`config.mk`:
```
export PLATFORM = sky130hd
export DESIGN_NAME = srio_port_reset_control
export DESIGN_NICKNAME = d
export VERILOG_FILES = /design/src/rtl/event_counter.v /design/src/rtl/reset_symbol_detector.v /design/src/rtl/srio_port_reset_control.v
export VERILOG_INCLUDE_DIRS = /design/src /design/src/inc
export SDC_FILE = /design/constraint.sdc
export NUM_CORES = 1
export LEC_CHECK = 0
export BUFFER_PORTS_ARGS = -buffer_cell sky130_fd_sc_hd__buf_4
export CORE_UTILIZATION = 40
export DETAILED_ROUTE_END_ITERATION = 10
export PLACE_DENSITY = 0.65
export SYNTH_ARGS = -nofsm -noshare
export SYNTH_HDL_FRONTEND = slang
export SYNTH_SLANG_ARGS = --single-unit
```
`constraint.sdc`:
```
create_clock -name i_core_clk -period 3.7 [get_ports i_core_clk]
set_clock_uncertainty 0.15 [all_clocks]
set_input_delay 0.555 -clock i_core_clk [delete_from_list [all_inputs] [get_ports i_core_clk]]
set_output_delay 0.555 -clock i_core_clk [all_outputs]
set_load 0.005 [all_outputs]
```
`src/inc/srio_port_reset_control_defines.vh`:
```
`ifndef SRIO_PORT_RESET_CONTROL_DEFINES_VH
`define SRIO_PORT_RESET_CONTROL_DEFINES_VH

// ----------------------------------------
// Register bus
// ----------------------------------------
`define ADDR_W          8
`define DATA_W          32
`define REG_SW_CTRL     8'h00
`define REG_SOFT_RST    8'h04
`define REG_PORT_CTRL   8'h08
`define REG_LINK_MAINT  8'h0c
`define REG_FAULT_CSR   8'h10
`define REG_PORT_INFO   8'h14
`define REG_CNT_BASE    8'h20
`define REG_CNT_LAST    8'h34
`define BIT_SCOPE       0
`define BIT_SOFT_RST    0
`define BIT_DISABLE     0
`define BIT_SEND_RST    0

// ----------------------------------------
// Fault csr fields
// ----------------------------------------
`define F_NOT_INIT      0
`define F_PORT_OK       1
`define F_LINK_FAULT    2
`define F_RX_FAULT      3
`define F_RX_FAULT_SEEN 4
`define F_RX_RETRY      5
`define F_RX_RETRY_SEEN 6
`define F_TX_FAULT      7
`define F_TX_FAULT_SEEN 8
`define F_TX_RETRY      9
`define F_TX_RETRY_SEEN 10
`define FAULT_W         11

// ----------------------------------------
// Counts and widths
// ----------------------------------------
`define ACKID_W         5
`define CNT_W           32
`define NUM_CNT         6
`define CNT_IDX_W       3
`define WORD_W          8
`define SPEED_W         2
`define RST_SYM_NEED    3'h4
`define RST_SYM_W       3
`define RESEND_LAST     5'h0f
`define RESEND_W        5
`define LINK_RST_SYMS   3'h4
`define STAT_RX_NEED    32'h00000007
`define STAT_TX_NEED    32'h0000000f
`define CNT_MAX         32'hffffffff

// ----------------------------------------
// Timing
// ----------------------------------------
`define CLK_NS          10
`define TIMEOUT_NS      10000
`define TIMEOUT_CYC     (`TIMEOUT_NS / `CLK_NS)
`define LOCKOUT_NS      100
`define LOCKOUT_CYC     (`LOCKOUT_NS / `CLK_NS)
`define SILENT_NS       1000
`define SILENT_CYC      (`SILENT_NS / `CLK_NS)
`define TMR_W           12

`endif

```
`src/rtl/event_counter.v`:
```
`timescale 1ns/100ps
`include "srio_port_reset_control_defines.vh"

module event_counter
(
	// Clock and reset
	input  wire              i_core_clk,
	input  wire              i_resetn,
	// Control
	input  wire              i_clear,
	input  wire              i_inc,
	// Value
	output reg  [`CNT_W-1:0] o_count_q
);

	always @(posedge i_core_clk or negedge i_resetn)
	begin
		if (!i_resetn)
			o_count_q <= {`CNT_W{1'b0}};
		else if (i_clear)
			o_count_q <= {`CNT_W{1'b0}};
		else if (i_inc && o_count_q != `CNT_MAX)
			o_count_q <= o_count_q + 32'h1;
	end

endmodule

```
`src/rtl/reset_symbol_detector.v`:
```
`timescale 1ns/100ps
`include "srio_port_reset_control_defines.vh"

module reset_symbol_detector
(
	// Clock and reset
	input  wire i_core_clk,
	input  wire i_resetn,
	// Received symbols
	input  wire i_sym_valid,
	input  wire i_sym_is_reset,
	input  wire i_clear,
	// Sequence found
	output reg  o_seq_done_q
);

	reg [`RST_SYM_W-1:0] run_q;
	reg [`RST_SYM_W-1:0] run_d;

	always @*
	begin
		run_d = run_q;
		if (i_clear)
			run_d = {`RST_SYM_W{1'b0}};
		else if (i_sym_valid && !i_sym_is_reset)
			run_d = {`RST_SYM_W{1'b0}};
		else if (i_sym_valid)
			run_d = run_q + 3'h1;
		if (run_d == `RST_SYM_NEED)
			run_d = {`RST_SYM_W{1'b0}};
	end

	always @(posedge i_core_clk or negedge i_resetn)
	begin
		if (!i_resetn)
		begin
			run_q        <= {`RST_SYM_W{1'b0}};
			o_seq_done_q <= 1'b0;
		end
		else
		begin
			run_q        <= run_d;
			// Fourth reset symbol in a row
			o_seq_done_q <= !i_clear && i_sym_valid && i_sym_is_reset &&
				(run_q == `RST_SYM_NEED - 3'h1);
		end
	end

endmodule

```
`src/rtl/srio_port_reset_control.v`:
```
`timescale 1ns/100ps
`include "srio_port_reset_control_defines.vh"

module srio_port_reset_control
(
	// Clock and reset
	input  wire                i_core_clk,
	input  wire                i_resetn,
	// Pins
	input  wire                i_rst_pin_n,
	input  wire [`SPEED_W-1:0] i_speed_strap,
	// Register port
	input  wire [`ADDR_W-1:0]  i_addr,
	input  wire [`DATA_W-1:0]  i_wdata,
	input  wire                i_wr,
	input  wire                i_rd,
	output reg  [`DATA_W-1:0]  o_rdata_q,
	// Received symbol events
	input  wire                i_sym_valid,
	input  wire                i_sym_is_reset,
	input  wire                i_stat_rx,
	input  wire                i_cs_rx,
	input  wire                i_lreq_rx,
	input  wire                i_lresp_rx,
	input  wire                i_pkt_ack,
	// Transmit events
	input  wire                i_stat_tx,
	input  wire                i_cs_tx,
	input  wire                i_lresp_tx,
	input  wire                i_pkt_tx,
	input  wire                i_accept_sent,
	input  wire                i_cs_enq,
	// Inbound packet
	input  wire                i_pkt_sop,
	input  wire                i_pkt_word,
	input  wire                i_pkt_eop,
	input  wire                i_rx_err,
	// Port state inputs
	input  wire                i_in_retry,
	input  wire                i_in_err,
	input  wire                i_in_resume,
	input  wire                i_out_retry,
	input  wire                i_out_err,
	input  wire                i_rtx_store,
	input  wire                i_rtx_free,
	input  wire                i_lane_sync,
	// Reset outputs
	output reg                 o_hard_reset_q,
	output reg                 o_pll_reset_q,
	output reg  [`SPEED_W-1:0] o_port_speed_q,
	output reg                 o_local_reset_q,
	output reg                 o_link_block_q,
	output reg                 o_clk_run_q,
	// Port outputs
	output reg                 o_pkt_commit_q,
	output reg                 o_pkt_discard_q,
	output reg                 o_err_report_q,
	output reg                 o_dup_lreq_err_q,
	output reg  [`ACKID_W-1:0] o_accept_ackid_q,
	output reg  [`ACKID_W-1:0] o_tx_ackid_q,
	output reg                 o_tx_link_reset_q,
	output reg                 o_tx_lreq_status_q,
	output reg                 o_pkt_timeout_q,
	output reg                 o_lane_tx_en_q
);

	// ----------------------------------------
	// States
	// ----------------------------------------
	localparam IN_OK    = 3'b001;
	localparam IN_RSTOP = 3'b010;
	localparam IN_ESTOP = 3'b100;
	localparam OUT_OK    = 4'b0001;
	localparam OUT_RSTOP = 4'b0010;
	localparam OUT_ESTOP = 4'b0100;
	localparam OUT_FATAL = 4'b1000;
	localparam LN_SILENT = 3'b001;
	localparam LN_SEEK   = 3'b010;
	localparam LN_LINK   = 3'b100;
	localparam [31:0] LOCK_LOAD = `LOCKOUT_CYC;

	// ----------------------------------------
	// Declarations
	// ----------------------------------------
	reg                  rp_s1_q, rp_s2_q, st_done_q;
	reg [`SPEED_W-1:0]   st_s1_q, st_s2_q;
	reg                  scope_q, dis_q, dis_d1_q;
	reg [2:0]            in_q;
	reg [3:0]            out_q;
	reg [2:0]            ln_q;
	reg [`TMR_W-1:0]     ln_tmr_q, pto_q, lto_q, lock_q;
	reg [`RESEND_W-1:0]  resend_q;
	reg [2:0]            lrs_q;
	reg                  pkt_act_q, lreq_pend_q;
	reg [`WORD_W-1:0]    words_q;
	reg [`ACKID_W-1:0]   exp_ackid_q, acc_cnt_q, ack_exp_q;
	reg [`ACKID_W:0]     rtx_cnt_q, oq_cnt_q;
	reg [`FAULT_W-1:0]   flt_q;
	wire                 seq_done, hard_evt, lsr_evt, clr, sr_wr, lm_wr;
	wire                 commit, lto_hit;
	wire [`NUM_CNT-1:0]  cnt_inc;
	wire [`CNT_W-1:0]    cnt_val [0:`NUM_CNT-1];

	// Register write decode
	function wr_hit;
		input [`ADDR_W-1:0] a;
		input [`ADDR_W-1:0] r;
		begin
			wr_hit = i_wr && (a == r);
		end
	endfunction

	// ----------------------------------------
	// Reset sources
	// ----------------------------------------
	assign sr_wr = wr_hit(i_addr, `REG_SOFT_RST) && i_wdata[`BIT_SOFT_RST];
	assign lm_wr = wr_hit(i_addr, `REG_LINK_MAINT) && i_wdata[`BIT_SEND_RST];
	assign hard_evt = !rp_s2_q || sr_wr || (seq_done && !scope_q);
	assign lsr_evt = (seq_done && scope_q) || (dis_q && !dis_d1_q);
	assign clr = lsr_evt || hard_evt;

	reset_symbol_detector u_detect
	(
		.i_core_clk     (i_core_clk),
		.i_resetn       (i_resetn),
		.i_sym_valid    (i_sym_valid),
		.i_sym_is_reset (i_sym_is_reset),
		.i_clear        (hard_evt),
		.o_seq_done_q   (seq_done)
	);

	// Strap synchroniser, filled while reset is held
	always @(posedge i_core_clk)
	begin
		st_s1_q <= i_speed_strap;
		st_s2_q <= st_s1_q;
	end

	always @(posedge i_core_clk or negedge i_resetn)
	begin
		if (!i_resetn)
		begin
			rp_s1_q         <= 1'b1;
			rp_s2_q         <= 1'b1;
			st_done_q       <= 1'b0;
			o_port_speed_q  <= {`SPEED_W{1'b0}};
			o_hard_reset_q  <= 1'b0;
			o_pll_reset_q   <= 1'b0;
			o_local_reset_q <= 1'b0;
			scope_q         <= 1'b0;
			dis_q           <= 1'b0;
			dis_d1_q        <= 1'b0;
			o_link_block_q  <= 1'b0;
			o_clk_run_q     <= 1'b1;
		end
		else
		begin
			rp_s1_q         <= i_rst_pin_n;
			rp_s2_q         <= rp_s1_q;
			st_done_q       <= !hard_evt;
			if (!st_done_q)
				o_port_speed_q <= st_s2_q;
			o_hard_reset_q  <= hard_evt;
			o_pll_reset_q   <= hard_evt;
			o_local_reset_q <= lsr_evt;
			if (hard_evt)
			begin
				scope_q <= 1'b0;
				dis_q   <= 1'b0;
			end
			else
			begin
				if (wr_hit(i_addr, `REG_SW_CTRL))
					scope_q <= i_wdata[`BIT_SCOPE];
				if (wr_hit(i_addr, `REG_PORT_CTRL))
					dis_q <= i_wdata[`BIT_DISABLE];
			end
			dis_d1_q        <= dis_q;
			o_link_block_q  <= dis_q;
			o_clk_run_q     <= !(dis_q && dis_d1_q);
		end
	end

	// ----------------------------------------
	// Inbound side
	// ----------------------------------------
	assign commit = i_pkt_eop && pkt_act_q && !lsr_evt;

	always @(posedge i_core_clk or negedge i_resetn)
	begin
		if (!i_resetn)
		begin
			in_q             <= IN_OK;
			pkt_act_q        <= 1'b0;
			words_q          <= {`WORD_W{1'b0}};
			lreq_pend_q      <= 1'b0;
			exp_ackid_q      <= {`ACKID_W{1'b0}};
			acc_cnt_q        <= {`ACKID_W{1'b0}};
			o_accept_ackid_q <= {`ACKID_W{1'b0}};
			o_pkt_commit_q   <= 1'b0;
			o_pkt_discard_q  <= 1'b0;
			o_err_report_q   <= 1'b0;
			o_dup_lreq_err_q <= 1'b0;
		end
		else
		begin
			o_pkt_commit_q   <= commit;
			o_pkt_discard_q  <= lsr_evt && pkt_act_q;
			o_err_report_q   <= i_rx_err && !clr;
			o_dup_lreq_err_q <= i_lreq_rx && lreq_pend_q && !clr;
			if (clr)
			begin
				in_q             <= IN_OK;
				pkt_act_q        <= 1'b0;
				words_q          <= {`WORD_W{1'b0}};
				lreq_pend_q      <= 1'b0;
				exp_ackid_q      <= {`ACKID_W{1'b0}};
				acc_cnt_q        <= {`ACKID_W{1'b0}};
				o_accept_ackid_q <= {`ACKID_W{1'b0}};
			end
			else
			begin
				case (in_q)
				IN_OK:
					if (i_in_err)
						in_q <= IN_ESTOP;
					else if (i_in_retry)
						in_q <= IN_RSTOP;
				IN_RSTOP:
					if (i_in_err)
						in_q <= IN_ESTOP;
					else if (i_in_resume)
						in_q <= IN_OK;
				IN_ESTOP:
					if (i_in_resume)
						in_q <= IN_OK;
				default:
					in_q <= IN_OK;
				endcase
				if (i_pkt_sop)
					pkt_act_q <= 1'b1;
				else if (i_pkt_eop)
					pkt_act_q <= 1'b0;
				if (i_pkt_sop || i_pkt_eop)
					words_q <= {`WORD_W{1'b0}};
				else if (i_pkt_word && pkt_act_q)
					words_q <= words_q + 8'h1;
				if (i_lreq_rx)
					lreq_pend_q <= 1'b1;
				else if (i_lresp_tx)
					lreq_pend_q <= 1'b0;
				if (commit)
					exp_ackid_q <= exp_ackid_q + 5'h1;
				if (commit && !(i_accept_sent && acc_cnt_q != 5'h0))
					acc_cnt_q <= acc_cnt_q + 5'h1;
				else if (!commit && i_accept_sent && acc_cnt_q != 5'h0)
					acc_cnt_q <= acc_cnt_q - 5'h1;
				if (i_accept_sent && acc_cnt_q != 5'h0)
					o_accept_ackid_q <= o_accept_ackid_q + 5'h1;
			end
		end
	end

	// ----------------------------------------
	// Outbound side
	// ----------------------------------------
	assign lto_hit = (out_q == OUT_ESTOP) && (lto_q == `TIMEOUT_CYC - 1);

	always @(posedge i_core_clk or negedge i_resetn)
	begin
		if (!i_resetn)
		begin
			out_q              <= OUT_OK;
			resend_q           <= {`RESEND_W{1'b0}};
			pto_q              <= {`TMR_W{1'b0}};
			lto_q              <= {`TMR_W{1'b0}};
			lock_q             <= {`TMR_W{1'b0}};
			lrs_q              <= 3'h0;
			oq_cnt_q           <= {(`ACKID_W+1){1'b0}};
			rtx_cnt_q          <= {(`ACKID_W+1){1'b0}};
			ack_exp_q          <= {`ACKID_W{1'b0}};
			o_tx_ackid_q       <= {`ACKID_W{1'b0}};
			o_tx_link_reset_q  <= 1'b0;
			o_tx_lreq_status_q <= 1'b0;
			o_pkt_timeout_q    <= 1'b0;
		end
		else
		begin
			o_tx_link_reset_q  <= !clr && !o_tx_link_reset_q &&
				lrs_q != 3'h0 && lock_q == 12'h0;
			o_tx_lreq_status_q <= !clr && lto_hit;
			o_pkt_timeout_q    <= !clr && pto_q == `TIMEOUT_CYC - 1;
			if (clr)
			begin
				out_q        <= OUT_OK;
				resend_q     <= {`RESEND_W{1'b0}};
				pto_q        <= {`TMR_W{1'b0}};
				lto_q        <= {`TMR_W{1'b0}};
				lock_q       <= {`TMR_W{1'b0}};
				lrs_q        <= 3'h0;
				oq_cnt_q     <= {(`ACKID_W+1){1'b0}};
				rtx_cnt_q    <= {(`ACKID_W+1){1'b0}};
				ack_exp_q    <= {`ACKID_W{1'b0}};
				o_tx_ackid_q <= {`ACKID_W{1'b0}};
			end
			else
			begin
				case (out_q)
				OUT_OK:
					if (i_out_err)
						out_q <= OUT_ESTOP;
					else if (i_out_retry)
						out_q <= OUT_RSTOP;
				OUT_RSTOP:
					if (i_out_err)
						out_q <= OUT_ESTOP;
					else if (i_pkt_ack)
						out_q <= OUT_OK;
				OUT_ESTOP:
					if (i_lresp_rx)
						out_q <= OUT_OK;
					else if (lto_hit && resend_q == `RESEND_LAST)
						out_q <= OUT_FATAL;
				OUT_FATAL:
					out_q <= OUT_FATAL;
				default:
					out_q <= OUT_OK;
				endcase
				if (out_q != OUT_ESTOP || i_lresp_rx || lto_hit)
					lto_q <= {`TMR_W{1'b0}};
				else
					lto_q <= lto_q + 12'h1;
				if (i_lresp_rx)
					resend_q <= {`RESEND_W{1'b0}};
				else if (lto_hit && resend_q != `RESEND_LAST)
					resend_q <= resend_q + 5'h1;
				if (i_pkt_tx)
					o_tx_ackid_q <= o_tx_ackid_q + 5'h1;
				if (i_pkt_ack)
					ack_exp_q <= ack_exp_q + 5'h1;
				if (o_tx_ackid_q == ack_exp_q || i_pkt_ack ||
				    pto_q == `TIMEOUT_CYC - 1)
					pto_q <= {`TMR_W{1'b0}};
				else
					pto_q <= pto_q + 12'h1;
				if (lm_wr)
					lrs_q <= `LINK_RST_SYMS;
				else if (o_tx_link_reset_q)
					lrs_q <= lrs_q - 3'h1;
				if (o_tx_link_reset_q)
					lock_q <= LOCK_LOAD[`TMR_W-1:0];
				else if (lock_q != 12'h0)
					lock_q <= lock_q - 12'h1;
				if (i_cs_enq && !i_cs_tx)
					oq_cnt_q <= oq_cnt_q + 6'h1;
				else if (!i_cs_enq && i_cs_tx && oq_cnt_q != 6'h0)
					oq_cnt_q <= oq_cnt_q - 6'h1;
				if (i_rtx_store && !i_rtx_free)
					rtx_cnt_q <= rtx_cnt_q + 6'h1;
				else if (!i_rtx_store && i_rtx_free && rtx_cnt_q != 6'h0)
					rtx_cnt_q <= rtx_cnt_q - 6'h1;
			end
		end
	end

	// ----------------------------------------
	// Lane init and status flags
	// ----------------------------------------
	always @(posedge i_core_clk or negedge i_resetn)
	begin
		if (!i_resetn)
		begin
			ln_q           <= LN_SILENT;
			ln_tmr_q       <= {`TMR_W{1'b0}};
			o_lane_tx_en_q <= 1'b0;
			flt_q          <= {{(`FAULT_W-1){1'b0}}, 1'b1};
		end
		else if (clr)
		begin
			ln_q           <= LN_SILENT;
			ln_tmr_q       <= {`TMR_W{1'b0}};
			o_lane_tx_en_q <= 1'b0;
			flt_q          <= {{(`FAULT_W-1){1'b0}}, 1'b1};
		end
		else
		begin
			case (ln_q)
			LN_SILENT:
				if (ln_tmr_q == `SILENT_CYC - 1)
					ln_q <= LN_SEEK;
			LN_SEEK:
				if (i_lane_sync)
					ln_q <= LN_LINK;
			LN_LINK:
				if (!i_lane_sync)
					ln_q <= LN_SEEK;
			default:
				ln_q <= LN_SILENT;
			endcase
			ln_tmr_q       <= (ln_q == LN_SILENT) ? ln_tmr_q + 12'h1 : 12'h0;
			o_lane_tx_en_q <= !(ln_q == LN_SILENT &&
				ln_tmr_q != `SILENT_CYC - 1);
			if (ln_q == LN_LINK && cnt_val[4] >= `STAT_RX_NEED &&
			    cnt_val[5] >= `STAT_TX_NEED)
			begin
				flt_q[`F_PORT_OK]  <= 1'b1;
				flt_q[`F_NOT_INIT] <= 1'b0;
			end
			else if (ln_q != LN_LINK)
				flt_q[`F_PORT_OK]  <= 1'b0;
			flt_q[`F_LINK_FAULT] <= out_q == OUT_FATAL;
			flt_q[`F_RX_FAULT]   <= in_q == IN_ESTOP;
			flt_q[`F_RX_RETRY]   <= in_q == IN_RSTOP;
			flt_q[`F_TX_FAULT]   <= out_q == OUT_ESTOP || out_q == OUT_FATAL;
			flt_q[`F_TX_RETRY]   <= out_q == OUT_RSTOP;
			// Seen bits: write one to clear, a new event wins
			flt_q[`F_RX_FAULT_SEEN] <= in_q == IN_ESTOP ||
				(flt_q[`F_RX_FAULT_SEEN] && !(wr_hit(i_addr, `REG_FAULT_CSR)
				&& i_wdata[`F_RX_FAULT_SEEN]));
			flt_q[`F_RX_RETRY_SEEN] <= in_q == IN_RSTOP ||
				(flt_q[`F_RX_RETRY_SEEN] && !(wr_hit(i_addr, `REG_FAULT_CSR)
				&& i_wdata[`F_RX_RETRY_SEEN]));
			flt_q[`F_TX_FAULT_SEEN] <= out_q == OUT_ESTOP ||
				(flt_q[`F_TX_FAULT_SEEN] && !(wr_hit(i_addr, `REG_FAULT_CSR)
				&& i_wdata[`F_TX_FAULT_SEEN]));
			flt_q[`F_TX_RETRY_SEEN] <= out_q == OUT_RSTOP ||
				(flt_q[`F_TX_RETRY_SEEN] && !(wr_hit(i_addr, `REG_FAULT_CSR)
				&& i_wdata[`F_TX_RETRY_SEEN]));
		end
	end

	// ----------------------------------------
	// Statistics counters
	// ----------------------------------------
	assign cnt_inc = {i_stat_tx, i_stat_rx, i_cs_tx, i_cs_rx, i_pkt_tx,
		commit};

	genvar g;
	generate
		for (g = 0; g < `NUM_CNT; g = g + 1)
		begin : g_cnt
			event_counter u_cnt
			(
				.i_core_clk (i_core_clk),
				.i_resetn   (i_resetn),
				.i_clear    (clr),
				.i_inc      (cnt_inc[g]),
				.o_count_q  (cnt_val[g])
			);
		end
	endgenerate

	// ----------------------------------------
	// Read data
	// ----------------------------------------
	always @(posedge i_core_clk or negedge i_resetn)
	begin
		if (!i_resetn)
			o_rdata_q <= {`DATA_W{1'b0}};
		else if (!i_rd)
			o_rdata_q <= {`DATA_W{1'b0}};
		else if (i_addr == `REG_SW_CTRL)
			o_rdata_q <= {{(`DATA_W-1){1'b0}}, scope_q};
		else if (i_addr == `REG_PORT_CTRL)
			o_rdata_q <= {{(`DATA_W-1){1'b0}}, dis_q};
		else if (i_addr == `REG_LINK_MAINT)
			o_rdata_q <= {29'h0, lrs_q};
		else if (i_addr == `REG_FAULT_CSR)
			o_rdata_q <= {21'h0, flt_q};
		else if (i_addr == `REG_PORT_INFO)
			o_rdata_q <= {13'h0, rtx_cnt_q, oq_cnt_q, exp_ackid_q,
				o_port_speed_q};
		else if (i_addr >= `REG_CNT_BASE && i_addr <= `REG_CNT_LAST &&
		         i_addr[1:0] == 2'b00)
			o_rdata_q <= cnt_val[i_addr[`CNT_IDX_W+1:2] - 3'h0];
		else
			o_rdata_q <= {`DATA_W{1'b0}};
	end

endmodule

```
==> out/metrics.csv, run 1 <==
stage,metric,value,unit
run_status,status,"finished, final reports clean",
worst_setup_path,r2r setup slk,0.51,ns
worst_setup_path,reg-to-reg startpoint,acc_cnt_q[0],
power,total power,0.00992,W
power,Net Sw Power,0.00258,W
grt,vias in the first global route,16700,
yosys,Synth top area share,43.5,%
sta,crit path time final,3.19,ns
cts,CTS Buf Count,41,
worst_setup_path,Required @ worst endpoint,4.04,ns
cells_and_area,fin nets,2331,
yosys,Main synth FF type,dfrtp_1,
route,post-route ant nets,0,
yosys,Yosys top cell by area,dfrtp_1,
sta,setup TNS,0,ns
floorplan,DIE AREA,52100,um2
sta,RSZ-0062 raised after global routing,no,
yosys,"Avg Cell Area, Syn",9.54,um2
place,IO buf count,100,
yosys,Syn Inst Count,2148,
yosys,Syn. warnings,0,
worst_setup_path,crit path kind,reg2reg,
power,Flop pwr share,43.7,%
sta,"Slew Viols, Final",0,
sta,Slew @ Worst Pin,0.935,ns
floorplan,chip height,228,um
power,sw frac,26.1,%
cells_and_area,layout cells sized above 1,13.2,%
route,drt via density,5.88,
cts,"Clk Latency, worst-skew pair",0.58,ns
route,total wire length,55400,um
sta,Fin. Hold Viols,0,
power,Power Internal,0.00733,W
worst_setup_path,most frequent CP cell,o21ai_0,
worst_setup_path,crit-path cells,"or4_1, o21ai_0, nand2_1, ha_1, a21o_1, a21oi_1, or3_1, a2111o_1, o21ai_0",
floorplan,Initial Util,40.7,%
cts,CTS sink cnt,367,
cts,# H-tree levels,2,
grt,largest net degree at the start of global routing,93,
cells_and_area,fillers,4656,
sta,Max transition margin,36.8,%
cells_and_area,synthesis-to-finish area growth,14.5,%
worst_setup_path,end of the critical path,acc_cnt_q[4],
run,Max-cap violations,0,
worst_setup_path,crit path from,acc_cnt_q[0],
sta,Final setup viols,0,
floorplan,FP Rows,82,
route,Starting DRT DRC Count,1619,
floorplan,core area,50400,um2
yosys,Synth async-reset ratio,98.9,%
power,clock power share,43.3,%
worst_setup_path,WP data arrival,3.54,ns
place,Post-DP Area,22000,um2
cts,CTS tree,built,
sta,Fmax achieved,313,MHz
floorplan,Die X,228,um
cells_and_area,ant diodes,0,
worst_setup_path,crit-path max FO,4,
cts,postcts setup bufs,0,
worst_setup_path,CP peak stage delay,0.57,ns
worst_setup_path,Setup crit start kind,register,
yosys,part of the Yosys area used for sequential elements,44.8,%
power,leakage,9.58,nW
yosys,synth unique cells,78,
worst_hold_path,Min-Delay Path Class,in2reg,
place,DP Wirelength,39700,um
worst_setup_path,slowest CP cell,or4_1,
power,part of the power in combinational logic,13.0,%
cts,clock slew at reported path FFs,0.06,ns
grt,GRT Residual Overflow,0,
route,WL/cell,18.9,um
power,Power Density,423,nW/um2
yosys,#FFs+latches synth,367,
yosys,Post-synth top cells,"356 x dfrtp_1, 233 x nor2_1, 177 x nand2_1",
place,GP Congestion,0.948,
floorplan,# IOs,129,
power,Peak VDD IR,294,uV
worst_setup_path,cell count of the worst reg-to-reg path,9,
grt,first-pass GRT wire length,91100,um
yosys,Synth Cell Area,20500,um2
route,# DRC,0,
yosys,Post-synth EDFFs,0,
route,routed vias,17200,
grt,initial antenna violation count,0,
cts,clock root buffer,clkbuf_16,
worst_setup_path,Worst setup EP type,register,
yosys,most area-consuming cells after synthesis,"dfrtp_1 43%, nor2_1 4.3%, mux2i_1 3.7%",
yosys,syn nets,2254,
grt,total track usage,21.5,%
cts,CTS max path bufs,3,
worst_setup_path,reg2reg end,acc_cnt_q[4],
sta,Tcrit/Tclk final,86.3,%
yosys,"count leader, synth",dfrtp_1,
cells_and_area,final instance area,23500,um2
route,DRT Pass-1 Iters,5,
flip-flops by register name, summed over array words and instances (netlist names), 3 cells and up:
register               flops
g_cnt.u_cnt.o_count_q    192
o_rdata_q                 32
ln_tmr_q                  12
lock_q                    12
lto_q                     12
pto_q                     12
flt_q                     11
oq_cnt_q                   6
rtx_cnt_q                  6
acc_cnt_q                  5
ack_exp_q                  5
exp_ackid_q                5
o_accept_ackid_q           5
o_tx_ackid_q               5
resend_q                   5
out_q                      4
in_q                       3
ln_q                       3
lrs_q                      3
u_detect.run_q             3
what timing repair did:
action | CTS | global route
hold endpoints to repair | 55 | 0
hold buffers | 5 | 0
gates resized for setup | 0 | 0
critical path: cells and delay by family (launching register included):
| kind | cells | cell delay, ns |
|---|---|---|
| compound gates | 5 | 1.03 |
| fa+ha+maj | 1 | 0.38 |
| simple gates | 3 | 1.13 |
| flops | 1 | 0.43 |
worst min path at each step:
stage,end,startpoint,depth (start not counted),slack [ns]
2_1_floorplan,acc_cnt_q[0],i_resetn,0,0.11
3_3_place_gp,st_s2_q[1],st_s1_q[1],0,0.17
3_5_place_dp,st_s2_q[1],st_s1_q[1],0,0.17
4_1_cts,o_err_report_q,i_rx_err,2,0.02
5_1_grt,lreq_pend_q,i_lreq_rx,3,0.04
6_report,o_err_report_q,i_rx_err,2,0.04
layout by cell type (no fill, tap or decap), types with 70 or more instances in the layout:
master,instances
nand2_1,177
a21oi_1,142
nand4_1,72
mux2i_1,76
dfrtp_1,356
buf_4,133
o21ai_0,93
nand3_1,84
xnor2_1,70
nor2_1,233
stage by stage:
step,cells,hold WS (ns),setup slack [ns],util (%)
floorplan,2148,0.109,0.768,-
global placement,2849,0.168,0.569,43.6
detailed placement,2849,0.166,0.512,43.6
CTS,2928,0.0249,0.516,46.6
global route,2928,0.0430,0.305,46.6
finish,2928,0.0449,0.508,46.6
routing by layer:
layer	GRT usage, %	vias up	wire, um
li1	-	8058	-
met5	0	-	0
met4	7.13	0	1530
met3	4.02	88	3720
met1	29.6	8533	24500
met2	34.2	541	25700
power groups by stage:
stage | logic, W | registers, W | clock network [W]
floorplan | 0.000922 | 0.00435 | 0
global placement | 0.00124 | 0.00439 | 0
detailed placement | 0.00129 | 0.00440 | 0
CTS | 0.00130 | 0.00433 | 0.00438
global route | 0.00145 | 0.00435 | 0.00455
finish | 0.00129 | 0.00433 | 0.00429
layout make-up:
class | instances | area [um2] | share of cell area (%)
clock buffers | 59 | 1240 | 5.27
well taps | 672 | 841 | 3.59
inverters | 53 | 199 | 0.848
multi-input cells | 1617 | 10600 | 45.4
repair buffers | 145 | 1180 | 5.05
flip-flops and latches | 367 | 9170 | 39.1
clock inverters | 15 | 181 | 0.774
cells by family (layout without fill, tap and decap cells):
| kind of cell | after synthesis | in the layout | synth area share, % |
|---|---|---|---|
| AND/OR/NAND/NOR | 949 | 949 | 24.5 |
| AO/OA/AOI/OAI | 388 | 388 | 11.8 |
| flip-flops | 367 | 367 | 44.8 |
| buffers and inverters | 164 | 272 | 3.37 |
| XOR/XNOR | 124 | 124 | 5.30 |
| multiplexers | 122 | 122 | 8.00 |
| adder cells (fa/ha/maj) | 34 | 34 | 2.19 |
Power figures use the tool's default switching activity.
==> inputs of run 2 (changes only) <==
--- a/config.mk
+++ b/config.mk
@@ -6,6 +6,7 @@
 export SDC_FILE = /design/constraint.sdc
 export NUM_CORES = 1
 export LEC_CHECK = 0
+export ABC_AREA = 1
 export BUFFER_PORTS_ARGS = -buffer_cell sky130_fd_sc_hd__buf_4
 export CORE_UTILIZATION = 40
 export DETAILED_ROUTE_END_ITERATION = 10
==> out/metrics.csv, run 2 <==
stage,metric,value,unit,change
cells_and_area,most frequent cells in the layout,"1,113 x nand2_1, 419 x nor2_1, 356 x dfrtp_1, 346 x inv_1, 285 x nand3_1",,"was 356 x dfrtp_1, 233 x nor2_1, 177 x nand2_1, 142 x a21oi_1, 133 x buf_4"
cells_and_area,register area,9170,um2,unchanged
place,DP Wirelength,56000,um,"was 39,700 um"
worst_setup_path,crit path kind,reg2reg,,unchanged
cells_and_area,fin nets,3580,,"was 2,331"
run,Max-cap violations,0,,unchanged
route,Starting DRT DRC Count,2245,,"was 1,619"
cts,"Clk Latency, worst-skew pair",0.59,ns,was 0.58 ns
cells_and_area,Largest regs,"g_cnt.u_cnt.o_count_q: 192 flops, o_rdata_q: 32 flops",,unchanged
cts,CTS sink cnt,367,,unchanged
power,Peak VDD IR,351,uV,was 294 uV
sta,setup TNS,0,ns,unchanged
route,post-route ant nets,0,,unchanged
yosys,most area-consuming cells after synthesis,"dfrtp_1 38%, nand2_1 18%, nor2_1 6.8%",,"was dfrtp_1 43%, nor2_1 4.3%, mux2i_1 3.7%"
yosys,Syn Inst Count,3392,,"was 2,148"
cts,postcts setup bufs,0,,unchanged
sta,Fin. Hold Viols,0,,unchanged
place,GP Congestion,1.00,,was 0.948
power,Power Density,397,nW/um2,was 423 nW/um2
run_status,status,"finished, final reports clean",,unchanged
cts,# H-tree levels,2,,unchanged
cells_and_area,synthesis-to-finish area growth,12.4,%,was 14.5%
worst_setup_path,CP peak stage delay,0.77,ns,was 0.57 ns
cts,clock root buffer,clkbuf_16,,unchanged
yosys,Syn. warnings,0,,unchanged
route,routed vias,22700,,was 17.2k
cells_and_area,max reg flops,192,,unchanged
sta,Tcrit/Tclk final,75.9,%,was 86.3%
worst_setup_path,slowest CP cell,inv_1,,was or4_1
grt,initial antenna violation count,0,,unchanged
cells_and_area,"commonest non-fill, non-tap cell in the layout",nand2_1,,was dfrtp_1
cells_and_area,layout cells sized above 1,7.76,%,was 13.2%
worst_setup_path,Setup crit start kind,register,,unchanged
yosys,synth unique cells,55,,was 78
yosys,Synth Cell Area,23200,um2,"was 20,500 um2"
route,total wire length,74200,um,"was 55,400 um"
cts,CTS max path bufs,3,,unchanged
worst_hold_path,Min-Delay Path Class,in2reg,,unchanged
power,leakage,11.7,nW,was 9.58 nW
worst_setup_path,WP data arrival,3.18,ns,was 3.54 ns
route,WL/cell,17.4,um,was 18.9 um
floorplan,chip height,243,um,was 228 um
floorplan,# IOs,129,,unchanged
sta,Max transition margin,29.2,%,was 36.8%
floorplan,Die X,243,um,was 228 um
grt,first-pass GRT wire length,118000,um,"was 91,100 um"
worst_setup_path,Worst setup EP type,register,,unchanged
grt,total track usage,25.1,%,was 21.5%
grt,vias in the first global route,21400,,was 16.7k
cells_and_area,fillers,5878,,"was 4,656"
place,IO buf count,100,,unchanged
floorplan,core area,56900,um2,"was 50,400 um2"
grt,largest net degree at the start of global routing,85,,was 93
floorplan,Initial Util,40.8,%,was 40.7%
yosys,Synth async-reset ratio,98.9,%,unchanged
cts,CTS tree,built,,unchanged
yosys,#FFs+latches synth,367,,unchanged
yosys,Post-synth top cells,"1,114 x nand2_1, 421 x nor2_1, 356 x dfrtp_1",,"was 356 x dfrtp_1, 233 x nor2_1, 177 x nand2_1"
cts,post_cts resized,0,,unchanged
route,DRT Pass-1 Iters,7,,was 5
worst_setup_path,crit-path max FO,31,,was 4
sta,final setup margin,0.891,ns,was 0.508 ns
worst_setup_path,Required @ worst endpoint,4.07,ns,was 4.04 ns
yosys,Main synth FF type,dfrtp_1,,unchanged
cts,clock slew at reported path FFs,0.06,ns,about the same
route,drt via density,5.33,,was 5.88
route,# DRC,0,,unchanged
sta,Fmax achieved,356,MHz,was 313 MHz
yosys,syn nets,3498,,"was 2,254"
sta,Final setup viols,0,,unchanged
grt,GRT Residual Overflow,0,,unchanged
yosys,Yosys top cell by area,dfrtp_1,,unchanged
yosys,"count leader, synth",nand2_1,,was dfrtp_1
yosys,"Avg Cell Area, Syn",6.85,um2,was 9.54 um2
cells_and_area,Top reg by flops,g_cnt.u_cnt.o_count_q,,unchanged
worst_setup_path,crit-path cells,"ha_1, nand3_1, inv_1, nand2_1, nor2_1, nand2_1, nand2_1, inv_1, nand4_1, nand2_1",,"was or4_1, o21ai_0, nand2_1, ha_1, a21o_1, a21oi_1, or3_1, a2111o_1, o21ai_0"
cells_and_area,ant diodes,0,,unchanged
cts,CTS Buf Count,43,,was 41
yosys,Post-synth EDFFs,0,,unchanged
sta,crit path time final,2.81,ns,was 3.19 ns
sta,Slew @ Worst Pin,1.06,ns,was 0.935 ns
worst_setup_path,most frequent CP cell,nand2_1,,was o21ai_0
sta,"Slew Viols, Final",0,,unchanged
yosys,part of the Yosys area used for sequential elements,39.5,%,was 44.8%
cells_and_area,area of the multi-input gates,12100,um2,"was 10,600 um2"
floorplan,DIE AREA,59000,um2,"was 52,100 um2"
floorplan,FP Rows,87,,was 82
place,DP Worst Slack,0.727,ns,was 0.512 ns
sta,RSZ-0062 raised after global routing,no,,unchanged
yosys,Synth top area share,38.3,%,was 43.5%
## run 2: metrics by stage
stage	utilization, %	cells	power, W	hold WS (ns)	cell area, um2
6_report	45.9	4263	0.0104	0.0289	26100
5_1_grt	45.9	4263	0.0109	0.0180	26100
4_1_cts	45.9	4263	0.0104	0.00390	26100
3_5_place_dp	43.2	4181	0.00596	0.164	24600
3_3_place_gp	43.2	4181	0.00593	0.161	24600
2_1_floorplan	-	3392	0.00548	0.109	23200
## run 2: path summary, 6_finish.rpt
check / startpoint / end / slack, ns / depth (start not counted)
setup / recovery: g_cnt[2].u_cnt.o_count_q[0] / g_cnt[2].u_cnt.o_count_q[12] / 0.89 / 10
setup reg to reg: g_cnt[2].u_cnt.o_count_q[0] / g_cnt[2].u_cnt.o_count_q[12] / 0.89 / 10
max in group asynchronous: i_resetn / o_rdata_q[18] / 2.02 / 4
hold / removal: i_in_resume / in_q[2] / 0.03 / 2
hold reg to reg: st_s1_q[0] / st_s2_q[0] / 0.18 / 0
min in group asynchronous: i_resetn / pto_q[5] / 0.38 / 2
## run 2: layout make-up
class | count | area share (%)
clock buffer | 60 | 4.71
sequential | 367 | 35.1
inverter | 366 | 5.31
multi-input combinational | 2563 | 46.2
timing repair buffer | 133 | 4.13
tap | 756 | 3.62
clock inverter | 18 | 0.920
## run 2: worst max-delay path: cells and delay by family, from the launching register on
kind / cells / cell delay (ns)
buffers and inverters: 2 / 0.92
adders and majority gates: 1 / 0.30
and+or+nand+nor: 7 / 0.92
DFF: 1 / 0.44
## run 2: power by group
part / total, W / internal (W) / switching, W
registers: 0.00437 / 0.00420 / 0.000166
clock network: 0.00447 / 0.00267 / 0.00180
logic: 0.00153 / 0.000534 / 0.000993
total: 0.0104 / 0.00741 / 0.00296
## run 2: cells by family after synthesis
group	after synthesis	synth area share, %
AOI/OAI and AO/OA	340	8.45
DFF	367	39.5
buffers and inverters	462	8.63
adders and majority gates	34	1.93
muxes	3	0.140
xor gates and xnor gates	68	2.56
and+or+nand+nor	2118	38.8
## run 2: what timing repair did
action / in CTS / in global routing
setup endpoints to repair: 0 / 0
hold buffers: 4 / 0
endpoints found under the hold margin: 65 / 0
## run 2: layer usage
layer | share of wire [%] | global-route usage (%) | routed length [um] | vias up
met1 | 46 | 36.2 | 34000 | 10600
met4 | 2.6 | 7.27 | 1960 | 0
met5 | 0 | 0 | 0 | -
met2 | 44 | 38.3 | 32400 | 799
li1 | - | - | - | 11200
met3 | 7.8 | 4.46 | 5790 | 125
==> inputs of run 3 (changes only) <==
--- a/config.mk
+++ b/config.mk
@@ -6,11 +6,11 @@
 export SDC_FILE = /design/constraint.sdc
 export NUM_CORES = 1
 export LEC_CHECK = 0
-export ABC_AREA = 1
+export ABC_AREA = 0
 export BUFFER_PORTS_ARGS = -buffer_cell sky130_fd_sc_hd__buf_4
 export CORE_UTILIZATION = 40
 export DETAILED_ROUTE_END_ITERATION = 10
-export PLACE_DENSITY = 0.65
+export PLACE_DENSITY = 0.68
 export SYNTH_ARGS = -nofsm -noshare
 export SYNTH_HDL_FRONTEND = slang
 export SYNTH_SLANG_ARGS = --single-unit
==> constraint.sdc (replaced) <==
create_clock -name i_core_clk -period 2.56 [get_ports i_core_clk]
set_clock_uncertainty 0.15 [all_clocks]
set_input_delay 0.384 -clock i_core_clk [delete_from_list [all_inputs] [get_ports i_core_clk]]
set_output_delay 0.384 -clock i_core_clk [all_outputs]
set_load 0.005 [all_outputs]
==> out/metrics.csv, run 3 (synthesis results as in run 1) <==
stage,metric,value,unit,change
worst_setup_path,slowest CP cell,or4_4,,was inv_1
grt,GRT Residual Overflow,0,,unchanged
worst_setup_path,Required @ worst endpoint,2.90,ns,was 4.07 ns
cts,clock root buffer,clkbuf_16,,unchanged
worst_setup_path,crit-path max FO,4,,was 31
power,Flop pwr share,43.5,%,was 42.1%
floorplan,# IOs,129,,unchanged
route,# DRC,0,,unchanged
cells_and_area,max reg flops,192,,unchanged
worst_setup_path,reg2reg end,acc_cnt_q[4],,was g_cnt[2].u_cnt.o_count_q[12]
floorplan,Die X,228,um,was 243 um
worst_setup_path,reg-to-reg startpoint,acc_cnt_q[3],,was g_cnt[2].u_cnt.o_count_q[0]
worst_setup_path,crit-path cells,"or4_4, o21ai_4, nand2_4, ha_4, a21o_1, a21oi_2, or3_1, a2111o_1, o21ai_1",,"was ha_1, nand3_1, inv_1, nand2_1, nor2_1, nand2_1, nand2_1, inv_1, nand4_1, nand2_1"
sta,Tcrit/Tclk final,106,%,was 75.9%
route,DRT Pass-1 Iters,6,,was 7
floorplan,core area,50400,um2,"was 56,900 um2"
cells_and_area,"commonest non-fill, non-tap cell in the layout",dfrtp_1,,was nand2_1
power,part of the power in combinational logic,15.6,%,was 14.7%
worst_hold_path,HP Start,i_stat_rx,,was i_in_resume
place,Post-DP Area,23100,um2,"was 24,600 um2"
sta,"Slew Viols, Final",0,,unchanged
cells_and_area,most frequent cells in the layout,"356 x dfrtp_1, 249 x buf_4, 231 x nor2_1, 175 x nand2_1, 141 x a21oi_1",,"was 1,113 x nand2_1, 419 x nor2_1, 356 x dfrtp_1, 346 x inv_1, 285 x nand3_1"
place,DP Wirelength,42900,um,"was 56,000 um"
cts,"Clk Latency, worst-skew pair",0.57,ns,was 0.59 ns
floorplan,chip height,228,um,was 243 um
sta,Fin. Hold Viols,0,,unchanged
sta,Slew @ Worst Pin,0.713,ns,was 1.06 ns
cells_and_area,Top reg by flops,g_cnt.u_cnt.o_count_q,,unchanged
route,drt via density,5.84,,was 5.33
place,GP Congestion,0.949,,was 1.00
worst_setup_path,WP data arrival,3.06,ns,was 3.18 ns
floorplan,FP Rows,82,,was 87
worst_setup_path,Worst setup EP type,register,,unchanged
grt,first-pass GRT wire length,95400,um,"was 118,000 um"
power,clock power share,40.9,%,was 43.1%
place,IO buf count,100,,unchanged
route,post-route ant nets,0,,unchanged
cells_and_area,Largest regs,"g_cnt.u_cnt.o_count_q: 192 flops, o_rdata_q: 32 flops",,unchanged
cells_and_area,fin nets,2483,,"was 3,580"
sta,Hold WS,0.0323,ns,was 0.0289 ns
cells_and_area,synthesis-to-finish area growth,20.8,%,was 12.4%
sta,Fmax achieved,368,MHz,was 356 MHz
power,sw frac,27.1,%,was 28.5%
route,WL/cell,19.0,um,was 17.4 um
cells_and_area,layout cells sized above 1,18.2,%,was 7.76%
worst_hold_path,Min-Delay Path Class,in2reg,,unchanged
run_status,status,finished with violations,,"was finished, final reports clean"
grt,largest net degree at the start of global routing,69,,was 85
place,DP Worst Slack,-0.165,ns,was 0.727 ns
grt,initial antenna violation count,0,,unchanged
run_status,failing checks,negative setup slack,,
run,Max-cap violations,0,,unchanged
power,total power,0.0144,W,was 0.0104 W
cells_and_area,final instance area,24800,um2,"was 26,100 um2"
cts,CTS Buf Count,41,,was 43
worst_setup_path,crit path kind,reg2reg,,unchanged
power,leakage,10.3,nW,was 11.7 nW
route,Starting DRT DRC Count,1666,,"was 2,245"
power,Power Internal,0.0105,W,was 0.00741 W
floorplan,Initial Util,40.7,%,was 40.8%
cts,clock slew at reported path FFs,0.06,ns,about the same
sta,RSZ-0062 raised after global routing,yes,,was no
route,routed vias,18000,,was 22.7k
route,total wire length,58600,um,"was 74,200 um"
worst_setup_path,r2r setup slk,-0.16,ns,was 0.89 ns
sta,Final setup viols,1,,was 0
cts,CTS sink cnt,367,,unchanged
sta,Max transition margin,51.2,%,was 29.2%
worst_setup_path,CP peak stage delay,0.57,ns,was 0.77 ns
cells_and_area,fillers,4557,,"was 5,878"
power,Peak VDD IR,329,uV,was 351 uV
worst_setup_path,cell count of the worst reg-to-reg path,9,,was 10
sta,setup TNS,-0.158,ns,was 0 ns
sta,final setup margin,-0.158,ns,was 0.891 ns
sta,crit path time final,2.72,ns,was 2.81 ns
grt,total track usage,22.6,%,was 25.1%
worst_setup_path,Setup crit start kind,register,,unchanged
cts,# H-tree levels,2,,unchanged
worst_hold_path,WHS Endpoint,g_cnt[4].u_cnt.o_count_q[2],,was in_q[2]
cells_and_area,ant diodes,0,,unchanged
power,Power Density,581,nW/um2,was 397 nW/um2
grt,vias in the first global route,17700,,was 21.4k
worst_hold_path,hold depth,3,,was 2
floorplan,DIE AREA,52100,um2,"was 59,000 um2"
cts,CTS max path bufs,3,,unchanged
power,Net Sw Power,0.00390,W,was 0.00296 W
cts,CTS tree,built,,unchanged
==> run 3: area by class of cell <==
type                    instances  area (um2)  area share, %
multi-input cells            1617       10700           43.2
well taps                     672         841           3.40
flip-flops and latches        367        9170           37.0
clock buffers                  52        1120           4.51
repair buffers                297        2530           10.2
clock inverters                21         194          0.783
inverters                      53         201          0.814
==> run 3: worst max path at each step <==
stage | slack, ns | cells past startpoint | startpoint | endpoint
2_1_floorplan | -0.12 | 9 | acc_cnt_q[1] | acc_cnt_q[4]
5_1_grt | -0.26 | 9 | acc_cnt_q[3] | acc_cnt_q[4]
4_1_cts | -0.15 | 9 | acc_cnt_q[3] | acc_cnt_q[4]
3_5_place_dp | -0.17 | 9 | acc_cnt_q[3] | acc_cnt_q[4]
6_report | -0.16 | 9 | acc_cnt_q[3] | acc_cnt_q[4]
3_3_place_gp | -0.15 | 9 | acc_cnt_q[3] | acc_cnt_q[4]
==> run 3: through the flow <==
step                util [%]  cells
floorplan                  -   2148
global placement        45.8   2970
finish                  49.2   3079
global route            49.2   3079
detailed placement      45.8   2970
CTS                     49.0   3072
==> run 3: metal layers <==
| metal | global-route usage, % | vias to the layer above | share of wire (%) |
|---|---|---|---|
| met4 | 8.28 | 0 | 3.4 |
| met3 | 3.72 | 118 | 6.7 |
| met1 | 30.0 | 8886 | 42 |
| met2 | 37.3 | 615 | 48 |
| met5 | 0 | - | 0 |
| li1 | - | 8360 | - |
==> run 3: what timing repair did <==
item / in CTS / in global routing
hold buffers: 27 / 0
pin swaps: 2 / 5
buffers inserted: 2 / 7
endpoints found under the hold margin: 89 / 0
setup endpoints to repair: 15 / 9
gates cloned: 0 / 1
resized for setup: 6 / 9
==> run 3: power by group through the flow <==
stage	Clock (W)	Sequential [W]	Combinational [W]
6_report	0.00588	0.00626	0.00225
5_1_grt	0.00621	0.00628	0.00249
4_1_cts	0.00601	0.00625	0.00224
3_5_place_dp	0	0.00635	0.00217
3_3_place_gp	0	0.00633	0.00209
2_1_floorplan	0	0.00630	0.00139
==> run 3: critical path, delay by kind of cell (launching register included) <==
| kind | cells | cell delay [ns] |
|---|---|---|
| AND/OR/NAND/NOR | 3 | 0.99 |
| AO/OA/AOI/OAI | 5 | 0.85 |
| flip-flops | 1 | 0.38 |
| adder cells (fa/ha/maj) | 1 | 0.27 |
